==> config.mk <==
export PLATFORM = sky130hd
export DESIGN_NAME = psv_top
export DESIGN_NICKNAME = d
export VERILOG_FILES = /design/src/rtl/psv_stack.v /design/src/rtl/psv_top.v
export VERILOG_INCLUDE_DIRS = /design/src /design/src/rtl
export SDC_FILE = /design/constraint.sdc
export NUM_CORES = 1
export LEC_CHECK = 0
export BUFFER_PORTS_ARGS = -buffer_cell sky130_fd_sc_hd__buf_2
export CORE_MARGIN = 3
export CORE_UTILIZATION = 40
export DETAILED_ROUTE_END_ITERATION = 16
export PLACE_DENSITY = 0.7
export SYNTH_ARGS = -nofsm -noshare
export SYNTH_HDL_FRONTEND = slang
export SYNTH_SLANG_ARGS = --single-unit
==> constraint.sdc <==
create_clock -name sys_clk -period 6.05 [get_ports sys_clk]
set_input_delay 1.21 -clock sys_clk [delete_from_list [all_inputs] [get_ports sys_clk]]
set_output_delay 1.21 -clock sys_clk [all_outputs]
set_load 0.02 [all_outputs]
==> src/rtl/psv_map.vh <==
`ifndef PSV_MAP_VH
`define PSV_MAP_VH

// register addresses in special-register space
`define PSV_ADDR_ACTIVE_PAGE 8'hA7
`define PSV_ADDR_PAGE_CONTROL 8'hCF
`define PSV_ADDR_STACK_VIEW 8'hD3

// page numbers
`define PSV_PAGE_0 8'h00
`define PSV_PAGE_F 8'h0F

// page control field positions
`define PSV_PGCN_EN_BIT 0
`define PSV_PGCN_IDX_LSB 4
`define PSV_PGCN_IDX_MSB 6

// reset values
`define PSV_RST_ACTIVE_PAGE 8'h00
`define PSV_RST_LEVEL_SELECT 3'h0
`define PSV_RST_AUTO_EN 1'b1
`define PSV_RST_STACK_BYTE 8'h00

// stack geometry and bit-addressable nibbles
`define PSV_STACK_DEPTH 5
`define PSV_BIT_NIBBLE_A 4'h0
`define PSV_BIT_NIBBLE_B 4'h8

`endif

==> src/rtl/psv_stack.v <==
`timescale 1ns/100ps
`include "psv_map.vh"

// five-deep page stack; level 0 is the active page itself
module psv_stack #(
   parameter DEPTH = `PSV_STACK_DEPTH
) (
   input wire clk,
   input wire rst_n,
   input wire page_wr,
   input wire [7:0] page_wdata,
   input wire push,
   input wire [7:0] push_page,
   input wire pop,
   input wire [2:0] level_sel,
   output wire [7:0] active_page,
   output reg [7:0] level_byte
);

   reg [7:0] lvl_q [0:DEPTH-1];
   integer k;

   ////////////////////////////////////////////////////////////////////////
   // level 0 takes software writes, interrupt loads and pops
   always @(posedge clk or negedge rst_n) begin
      if (!rst_n) begin
         lvl_q[0] <= `PSV_RST_STACK_BYTE;
      end else if (push) begin
         lvl_q[0] <= push_page;
      end else if (pop) begin
         lvl_q[0] <= lvl_q[1];
      end else if (page_wr) begin
         lvl_q[0] <= page_wdata;
      end
   end

   // deeper levels shift as one; bottom refills with zero on pop
   genvar g;
   generate
      for (g = 1; g < DEPTH; g = g + 1) begin : g_lvl
         always @(posedge clk or negedge rst_n) begin
            if (!rst_n) begin
               lvl_q[g] <= `PSV_RST_STACK_BYTE;
            end else if (push) begin
               lvl_q[g] <= lvl_q[g-1];
            end else if (pop) begin
               lvl_q[g] <= (g == DEPTH-1) ? `PSV_RST_STACK_BYTE : lvl_q[(g == DEPTH-1) ? g : g+1];
            end
         end
      end
   endgenerate

   assign active_page = lvl_q[0];

   // read port; codes past the bottom level return zero
   always @* begin
      level_byte = 8'h00;
      for (k = 0; k < DEPTH; k = k + 1) begin
         if (level_sel == k[2:0]) begin
            level_byte = lvl_q[k];
         end
      end
   end

endmodule

==> src/rtl/psv_top.v <==
`timescale 1ns/100ps
`include "psv_map.vh"

// How it works
// - stack view register is 8-bit, read-only; writes to it are ignored
// - level-select field in page control chooses which stack level is read
// - stack view decodes at 0xD3 only while the active page is F
// - bit read-modify-write allowed only at addresses with low nibble 0 or 8
// - registers decode on every page unless split; split ones decode only on pages 0 and F
// - select codes 000..100 give stack bytes one..five; 101 and 11x invalid
// - auto paging pushes page and loads flag page on entry, pops on exit
module psv_top #(
   parameter DEPTH = `PSV_STACK_DEPTH
) (
   input wire sys_clk,
   input wire rstn,
   input wire [7:0] sfr_addr,
   input wire sfr_rd,
   input wire sfr_wr,
   input wire sfr_bit_op,
   input wire [7:0] sfr_wdata,
   input wire isr_enter,
   input wire [7:0] isr_page,
   input wire isr_exit,
   output reg [7:0] sfr_rdata_q,
   output reg sfr_own_hit_q,
   output reg sfr_bank_f_q,
   output reg sfr_shared_q,
   output reg sfr_reserved_q,
   output reg bit_op_refused_q,
   output reg [7:0] active_page_q,
   output reg auto_paging_enable_q
);

   reg rst_meta_q;
   reg rst_sync_q;
   reg [2:0] stack_level_select_q;
   wire [7:0] active_page;
   wire [7:0] level_byte;
   wire on_page_f;
   wire on_page_0;
   wire acc;
   wire split;
   wire unassigned;
   wire bit_ok;
   wire wr_ok;
   wire hit_page;
   wire hit_ctl;
   wire hit_view;
   wire do_push;
   wire do_pop;
   wire page_wr;
   wire ctl_wr;
   reg [7:0] rdata_d;
   reg [2:0] stack_level_select_d;
   reg auto_paging_enable_d;
   wire sfr_own_hit_d;
   wire sfr_bank_f_d;
   wire sfr_shared_d;
   wire sfr_reserved_d;
   wire bit_op_refused_d;

   ////////////////////////////////////////////////////////////////////////
   // reset release through two flops; assertion stays asynchronous
   // the first flop may go metastable on release, so only the second is used
   always @(posedge sys_clk or negedge rstn) begin
      if (!rstn) begin
         rst_meta_q <= 1'b0;
         rst_sync_q <= 1'b0;
      end else begin
         rst_meta_q <= 1'b1;
         rst_sync_q <= rst_meta_q;
      end
   end

   ////////////////////////////////////////////////////////////////////////
   // address decode, qualified by the active page
   function is_split;
      input [7:0] a;
      begin
         // addresses with a separate register per page
         // fixed table: a variant with other split registers needs it extended
         if (a == 8'hE7 || a == 8'hD2 || a == 8'hD3 || a == 8'hD7) begin
            is_split = 1'b1;
         end else if (a == 8'hC0 || a == 8'hC1 || a == 8'hC2 || a == 8'hB9) begin
            is_split = 1'b1;
         end else if (a >= 8'hAB && a <= 8'hAE) begin
            is_split = 1'b1;
         end else if (a >= 8'h91 && a <= 8'h97) begin
            is_split = 1'b1;
         end else begin
            is_split = 1'b0;
         end
      end
   endfunction

   function is_unassigned;
      input [7:0] a;
      input pg0;
      begin
         // holes in the map; two sit only on page 0
         if (a == 8'hF5 || a == 8'hE5 || a == 8'hB0 || a == 8'hB4) begin
            is_unassigned = 1'b1;
         end else if ((a == 8'hAD || a == 8'hAE) && pg0) begin
            is_unassigned = 1'b1;
         end else begin
            is_unassigned = 1'b0;
         end
      end
   endfunction

   // the page compare uses the whole byte, so pages other than 0 and F never alias
   assign on_page_f = (active_page == `PSV_PAGE_F);
   assign on_page_0 = (active_page == `PSV_PAGE_0);
   assign acc = sfr_rd | sfr_wr;
   assign split = is_split(sfr_addr);
   // split registers exist only on pages 0 and F; other pages see a hole
   assign unassigned = is_unassigned(sfr_addr, on_page_0) | (split & ~on_page_0 & ~on_page_f);
   // a bit instruction elsewhere would disturb neighbouring bits, so it is dropped
   assign bit_ok = (sfr_addr[3:0] == `PSV_BIT_NIBBLE_A) || (sfr_addr[3:0] == `PSV_BIT_NIBBLE_B);
   // a bit instruction at a non bit-addressable address writes nothing
   assign wr_ok = sfr_wr & ~(sfr_bit_op & ~bit_ok);
   assign hit_page = (sfr_addr == `PSV_ADDR_ACTIVE_PAGE);
   assign hit_ctl = (sfr_addr == `PSV_ADDR_PAGE_CONTROL);
   assign hit_view = (sfr_addr == `PSV_ADDR_STACK_VIEW) && on_page_f;
   // writes that really land; a refused bit op never reaches a register
   assign page_wr = wr_ok & hit_page;
   assign ctl_wr = wr_ok & hit_ctl;

   ////////////////////////////////////////////////////////////////////////
   // interrupt paging; entry wins if both arrive together
   assign do_push = isr_enter & auto_paging_enable_q;
   assign do_pop = isr_exit & ~isr_enter & auto_paging_enable_q;

   // level 0 of the stack is the active page; with paging off only a software page write changes the stack

   psv_stack #(
      .DEPTH(DEPTH)
   ) u_stack (
      .clk(sys_clk),
      .rst_n(rst_sync_q),
      .page_wr(page_wr),
      .page_wdata(sfr_wdata),
      .push(do_push),
      .push_page(isr_page),
      .pop(do_pop),
      .level_sel(stack_level_select_q),
      .active_page(active_page),
      .level_byte(level_byte)
   );

   ////////////////////////////////////////////////////////////////////////
   // page control next value: select field and auto-paging enable; reserved bits drop
   // an invalid select code is kept as written so software reads back what it wrote
   always @* begin
      stack_level_select_d = stack_level_select_q;
      auto_paging_enable_d = auto_paging_enable_q;
      if (ctl_wr) begin
         stack_level_select_d = sfr_wdata[`PSV_PGCN_IDX_MSB:`PSV_PGCN_IDX_LSB];
         auto_paging_enable_d = sfr_wdata[`PSV_PGCN_EN_BIT];
      end
   end

   // page control register; the enable comes up set so paging works from reset
   // the enable gates push and pop only, never a software write of the page
   always @(posedge sys_clk or negedge rst_sync_q) begin
      if (!rst_sync_q) begin
         stack_level_select_q <= `PSV_RST_LEVEL_SELECT;
         auto_paging_enable_q <= `PSV_RST_AUTO_EN;
      end else begin
         stack_level_select_q <= stack_level_select_d;
         auto_paging_enable_q <= auto_paging_enable_d;
      end
   end

   ////////////////////////////////////////////////////////////////////////
   // read mux; the view register has no write path at all
   // a view read off page F falls through to zero: another block owns that address on page 0, and it is a hole on other pages
   always @* begin
      rdata_d = 8'h00;
      if (hit_page) begin
         rdata_d = active_page;
      end else if (hit_ctl) begin
         rdata_d[`PSV_PGCN_IDX_MSB:`PSV_PGCN_IDX_LSB] = stack_level_select_q;
         rdata_d[`PSV_PGCN_EN_BIT] = auto_paging_enable_q;
      end else if (hit_view) begin
         rdata_d = level_byte;
      end
   end

   ////////////////////////////////////////////////////////////////////////
   // next values of the answer flags; all fall back to zero when idle
   // so that a stale flag can never be taken for a fresh answer
   assign sfr_own_hit_d = acc & (hit_page | hit_ctl | hit_view);
   // a split address on page F selects the second copy of that register
   assign sfr_bank_f_d = acc & split & on_page_f & ~unassigned;
   assign sfr_shared_d = acc & ~split & ~unassigned;
   // a hole is only flagged; this block does not stop the access itself
   assign sfr_reserved_d = acc & unassigned;
   assign bit_op_refused_d = sfr_wr & sfr_bit_op & ~bit_ok;

   ////////////////////////////////////////////////////////////////////////
   // registered answers, one cycle after the access
   // read data is zero without a read so several sources can be or-ed together
   always @(posedge sys_clk or negedge rst_sync_q) begin
      if (!rst_sync_q) begin
         sfr_rdata_q <= 8'h00;
         sfr_own_hit_q <= 1'b0;
         sfr_bank_f_q <= 1'b0;
         sfr_shared_q <= 1'b0;
         sfr_reserved_q <= 1'b0;
         bit_op_refused_q <= 1'b0;
         active_page_q <= `PSV_RST_ACTIVE_PAGE;
      end else begin
         sfr_rdata_q <= sfr_rd ? rdata_d : 8'h00;
         sfr_own_hit_q <= sfr_own_hit_d;
         sfr_bank_f_q <= sfr_bank_f_d;
         sfr_shared_q <= sfr_shared_d;
         sfr_reserved_q <= sfr_reserved_d;
         bit_op_refused_q <= bit_op_refused_d;
         active_page_q <= active_page;
      end
   end

endmodule

==> reports/summary.txt, run 1 <==
crit path kind = primary input to flip-flop
Sw Pwr = 328 uW
Switching Share = 0.291
core area = 7930 sq um
internal reg-to-reg setup slack = 3.69 ns
minimum clock period = 2.92 ns
Initial Util = 0.424
Min-Delay Endpoint = rst_sync_q
sequential share of power = 0.496
post-synthesis sequential area ratio = 0.499
first-pass GRT wire length = 13300 um
Hold Path Origin = rst_meta_q
CTS tree = yes
Worst-path clk slew = 0.07 ns
dpl ws = 2.78 ns
depth of the most critical reg-to-reg path = 5
Antenna Nets Post-Route = 0
CTS root buf = clkbuf_8
clk_lat worst skew = 0.35 ns
top post-synthesis cells by count = dfrtp_1 (66), nand2_1 (46), o21ai_0 (38), mux2i_1 (24), nor2_1 (24)
Fmax = 343 MHz
top cells by area, synth = dfrtp_1 (49%), mux2i_1 (7.1%), o21ai_0 (5.7%)
Main synth FF type = dfrtp_1
Pre-antenna DRT Iters = 5
CTS max path bufs = 2
Final Cycle Share = 0.482
largest net degree at the start of global routing = 66
Async SR Flop Fraction = 1.00
synthesized area per cell = 10.3 sq um
max-slew violations = 0
drt drc = 0
Distinct cells, synth = 48
clock share of power = 0.346
Hold WS = 0.359 ns
H-tree levels = 3
Leakage = 0.00175 uW
Critical Path End Type = flip-flop
die area = 9540 sq um
number of gates resized after cts = 0
drt via density = 5.66
status = finished clean
worst vdd ir = 146 uV
hold_buf cts = 0
worst hold path type = flip-flop to flip-flop
most common cell in the synthesized netlist = dfrtp_1
vias in the first global route = 2534
biggest area consumer among synthesized cells = dfrtp_1
power per cell area = 289 nW/um^2
GRT Util Overall = 0.178
CP required = 6.24 ns
P&R area growth vs syn = 15.9%
combinational power share = 0.159
FF-to-FF End = sfr_rdata_q[0]
mapped cell area = 3360 sq um
layout cells sized above 1 = 0.244
PortBufs = 52
Initial DRC Count = 253
cell count after synthesis = 325
wire per inst = 16.9 um
Die W = 97.7 um
Final TNS setup = 0 ns
RSZ-0062 raised after global routing = no
worst-margin pin slew = 1.08 ns
Die Y = 97.7 um
CTS Sinks = 67
Post-CTS Setup Bufs = 0
Yosys Warn Count = 0
vias = 2688
clk_skew = 0.00772 ns
detailed-placement wirelength estimate = 5450 um
CTS buffer count = 9
reg2reg start = stack_level_select_q[2]
layout net count = 399
num rows = 32
worst-path fanout max = 65
initial antenna violation count = 0
ANT cells = 0
io pins = 53
flops & latches, synth = 67
Placer Congestion = 0.897
hold depth = 0
Syn Nets = 356
Power Total = 1130 uW
Int Pwr = 800 uW
Routed WL = 8020 um
Post-synth EDFFs = 0
Max Cap Violations = 0
CP Launch Type = primary input
post-layout util = 0.492
Final setup viols = 0
grt ovf = 0
WP data arrival = 3.10 ns
Final WS setup = 3.13 ns
FILL cells = 736
Fin. Hold Viols = 0
Relative slew margins = 0.275
Yosys top cell area share = 0.491
## how the worst max path moves through the flow
stage	startpoint	to	slack [ns]
after floorplan	sfr_addr[2]	stack_level_select_q[0]	3.45
after global placement	isr_enter	u_stack.active_page[7]	2.92
after detailed placement	isr_enter	u_stack.active_page[5]	2.78
after CTS	isr_enter	u_stack.active_page[5]	3.17
after global routing	isr_enter	u_stack.active_page[5]	2.85
final	isr_enter	u_stack.active_page[5]	3.13
## layout by cell type (no fill, tap or decap), types with 3 or more instances in the layout
| cell | netlist | layout |
|---|---|---|
| nor3b_1 | 3 | 3 |
| o2bb2ai_1 | 5 | 5 |
| dfrtp_1 | 66 | 65 |
| a22oi_1 | 16 | 16 |
| mux2_2 | 3 | 3 |
| clkbuf_8 | 0 | 12 |
| mux4_2 | 8 | 8 |
| nor2_1 | 24 | 24 |
| a21oi_1 | 14 | 14 |
| mux2i_1 | 24 | 24 |
| and2_1 | 5 | 5 |
| a22o_1 | 7 | 7 |
| nand4_1 | 3 | 3 |
| buf_2 | 6 | 52 |
| nand2_1 | 46 | 46 |
| or3_1 | 3 | 3 |
| nand2b_1 | 3 | 3 |
| buf_4 | 0 | 3 |
| o21ai_0 | 38 | 37 |
## per-stage QoR
stage / std cells / instance area, sq um
finish: 475 / 3900
global route: 475 / 3900
CTS: 475 / 3900
detailed placement: 459 / 3680
global placement: 459 / 3680
floorplan: 325 / 3360
## registers in the layout (all words and copies together) (netlist names)
register and cells:
rst_meta_q 1, sfr_rdata_q 8, sfr_shared_q 1, bit_op_refused_q 1
rst_sync_q 1, sfr_bank_f_q 1, sfr_own_hit_q 1, active_page_q 8
u_stack.lvl_q 32, u_stack.active_page 8, auto_paging_enable_q 1, sfr_reserved_q 1
stack_level_select_q 3
## power groups by stage
stage	Sequential [uW]	Combinational, uW	Clock [uW]
6_report	559	179	390
2_1_floorplan	567	102	0
3_3_place_gp	566	173	0
5_1_grt	567	201	420
4_1_cts	559	179	400
3_5_place_dp	566	179	0
## kinds of logic (layout without fill, tap and decap cells)
logic type             Yosys count  in the layout  share of synthesized area
AO/OA/AOI/OAI                   91             91                      0.176
XOR/XNOR                         1              1                    0.00260
buffers and inverters           24             72                     0.0312
flip-flops                      67             67                      0.499
multiplexers                    35             35                      0.135
other                            1              1                    0.00112
AND/OR/NAND/NOR                106            106                      0.155
## layer usage
metal / share of wire / GRT usage
met3: 0.068 / 0.0510
met4: 0.021 / 0.0692
met2: 0.47 / 0.270
met5: 0 / 0
met1: 0.44 / 0.243
## critical path: stages
cell      delay [ns]
buf_2           0.18
o21ai_4         0.15
buf_4           0.48
a21boi_1        0.82
o21ai_0         0.24
## layout make-up
class,count,area (sq um),area share
flip-flops and latches,67,1680,0.431
multi-input cells,234,1590,0.408
repair buffers,55,283,0.0726
clock buffers,12,165,0.0424
well taps,102,128,0.0327
clock inverters,4,47.5,0.0122
inverters,1,3.75,0.000963
No activity file was read; power rests on OpenSTA's default activity.
==> inputs of run 2 (changes only) <==
- ABC_AREA: default -> 1
- clock period: 6.05 -> 3 ns (I/O delays scaled with it)
==> reports/summary.txt, run 2 <==
flops & latches, synth = 67
busiest grt layer = met2
drt via density = 5.51
worst path bufs/invs = 1
Yosys Warn Count = 0
drt drc = 0
power per cell area = 524 nW/um^2
Fin. Hold Viols = 0
Yosys top cell area share = 0.484
Async SR Flop Fraction = 1.00
Final TNS setup = 0 ns
H-tree levels = 3
CTS tree = yes
GRT met2 Usage = 0.286
worst-path fanout max = 32
Fmax = 481 MHz
Routed WL = 9100 um
grt ovf = 0
crit path kind = flip-flop to flip-flop
Initial DRC Count = 332
CP required = 3.26 ns
clk_skew = 0.00457 ns
Post-CTS Setup Bufs = 0
core area = 8260 sq um
Post-synth EDFFs = 0
worst-margin pin slew = 0.736 ns
status = finished clean
GRT Util Overall = 0.191
Worst-path clk slew = 0.07 ns
ANT cells = 0
post-layout util = 0.474
worst hold path type = primary input to async pin
Pre-antenna DRT Iters = 5
worst vdd ir = 445 uV
mapped cell area = 3410 sq um
vias = 3243
largest net degree at the start of global routing = 65
P&R area growth vs syn = 14.7%
minimum clock period = 2.08 ns
vias in the first global route = 3000
Max Cap Violations = 0
biggest area consumer among synthesized cells = dfrtp_1
Relative slew margins = 0.509
initial antenna violation count = 0
io pins = 53
synthesized area per cell = 7.97 sq um
CTS Sinks = 67
FF-to-FF End = u_stack.lvl_q[26]
Placer Congestion = 0.922
crit path max-delay cell type = dfstp_2
internal reg-to-reg setup slack = 0.92 ns
layout cells sized above 1 = 0.194
Final Cycle Share = 0.693
Critical Path End Type = flip-flop
WP data arrival = 2.34 ns
Initial Util = 0.413
clk_lat worst skew = 0.35 ns
M3 GR Usage = 0.0514
Top reg by flops = u_stack.lvl_q
Antenna Nets Post-Route = 0
slowest stage delay, CP = 0.56 ns
Main synth FF type = dfrtp_1
Final setup viols = 0
PortBufs = 52
FILL cells = 842
cell count after synthesis = 428
CP Launch Type = flip-flop
commonest non-fill, non-tap cells in the layout = nand2_1 (81), o21ai_0 (68), dfrtp_1 (65), inv_1 (53), buf_2 (52)
Largest register FFs = 32
detailed-placement wirelength estimate = 6450 um
most common cell in the synthesized netlist = nand2_1
Crit path top cell by count = nor2_4
crit-path cells = nand2_2 > nor2_4 > nor2_4 > inv_2 > o21ai_0 > o22ai_1
CTS buffer count = 9
max-slew violations = 0
hold_buf cts = 0
layout net count = 510
CP delay by family, top = simple AND/OR/NAND/NOR gates
first-pass GRT wire length = 14700 um
most common cell after layout, fill and taps aside = nand2_1
CTS root buf = clkbuf_8
top cells by area, synth = dfrtp_1 (48%), o21ai_0 (10%), nand2_1 (8.9%)
CTS max path bufs = 2
wire per inst = 15.5 um
reg2reg start = auto_paging_enable_q
Syn Nets = 459
number of gates resized after cts = 0
Leakage = 0.00188 uW
top post-synthesis cells by count = nand2_1 (81), o21ai_0 (68), dfrtp_1 (66), inv_1 (53), nor2_1 (27)
post-synthesis sequential area ratio = 0.492
num rows = 33
depth of the most critical reg-to-reg path = 6
die area = 9670 sq um
Die W = 98.3 um
Die Y = 98.3 um
GRT met1 Usage = 0.264
Distinct cells, synth = 28
RSZ-0062 raised after global routing = no
## run 2: how the worst max path moves through the flow
stage | cells after the start | to | slack [ns] | startpoint
5_1_grt | 6 | u_stack.lvl_q[28] | 0.75 | auto_paging_enable_q
3_5_place_dp | 8 | u_stack.active_page[7] | 0.71 | sfr_addr[6]
3_3_place_gp | 8 | u_stack.active_page[0] | 0.74 | sfr_addr[6]
4_1_cts | 6 | u_stack.lvl_q[28] | 0.96 | auto_paging_enable_q
2_1_floorplan | 0 | active_page_q[0] | 1.0 | rst_sync_q
6_report | 6 | u_stack.lvl_q[26] | 0.92 | auto_paging_enable_q
## run 2: worst reg2reg max path, stage by stage (launching register included)
cell	delay, ns
dfstp_2	0.56
nand2_2	0.21
nor2_4	0.36
nor2_4	0.14
inv_2	0.39
o21ai_0	0.19
o22ai_1	0.15
## run 2: where the power goes
group / leakage (uW) / internal (uW) / switching, uW
registers: 0.000794 / 1000 / 71.5
clock network: 0.0000791 / 295 / 338
logic: 0.00100 / 109 / 234
total: 0.00188 / 1410 / 644
## run 2: cell families after synthesis
logic type             after synthesis  synth area share
AO/OA/AOI/OAI                      151             0.247
AND/OR/NAND/NOR                    134             0.172
buffers and inverters               75            0.0873
flip-flops                          67             0.492
other                                1           0.00110
## run 2: per-layer routing
| layer | up-vias | wire (um) |
|---|---|---|
| li1 | 1534 | - |
| met1 | 1568 | 4170 |
| met2 | 122 | 4110 |
| met3 | 19 | 603 |
| met4 | 0 | 224 |
| met5 | - | 0 |
## run 2: area by class of cell
type	count	area [sq um]	share of cell area
flip-flops and latches	67	1680	0.429
repair buffers	54	275	0.0704
clock buffers	11	131	0.0336
well taps	105	131	0.0336
multi-input cells	286	1440	0.367
clock inverters	5	30.0	0.00768
inverters	61	229	0.0585
## run 2: stage by stage
step | hold WS, ns | instances | cell area, sq um | setup slack [ns] | power (uW)
6_report | 0.0187 | 589 | 3910 | 0.921 | 2050
5_1_grt | 0.00638 | 589 | 3910 | 0.746 | 2160
3_3_place_gp | 0.0975 | 573 | 3750 | 0.744 | 1420
3_5_place_dp | 0.100 | 573 | 3750 | 0.708 | 1430
4_1_cts | 0.00470 | 589 | 3910 | 0.958 | 2060
2_1_floorplan | 0.304 | 428 | 3410 | 0.998 | 1310
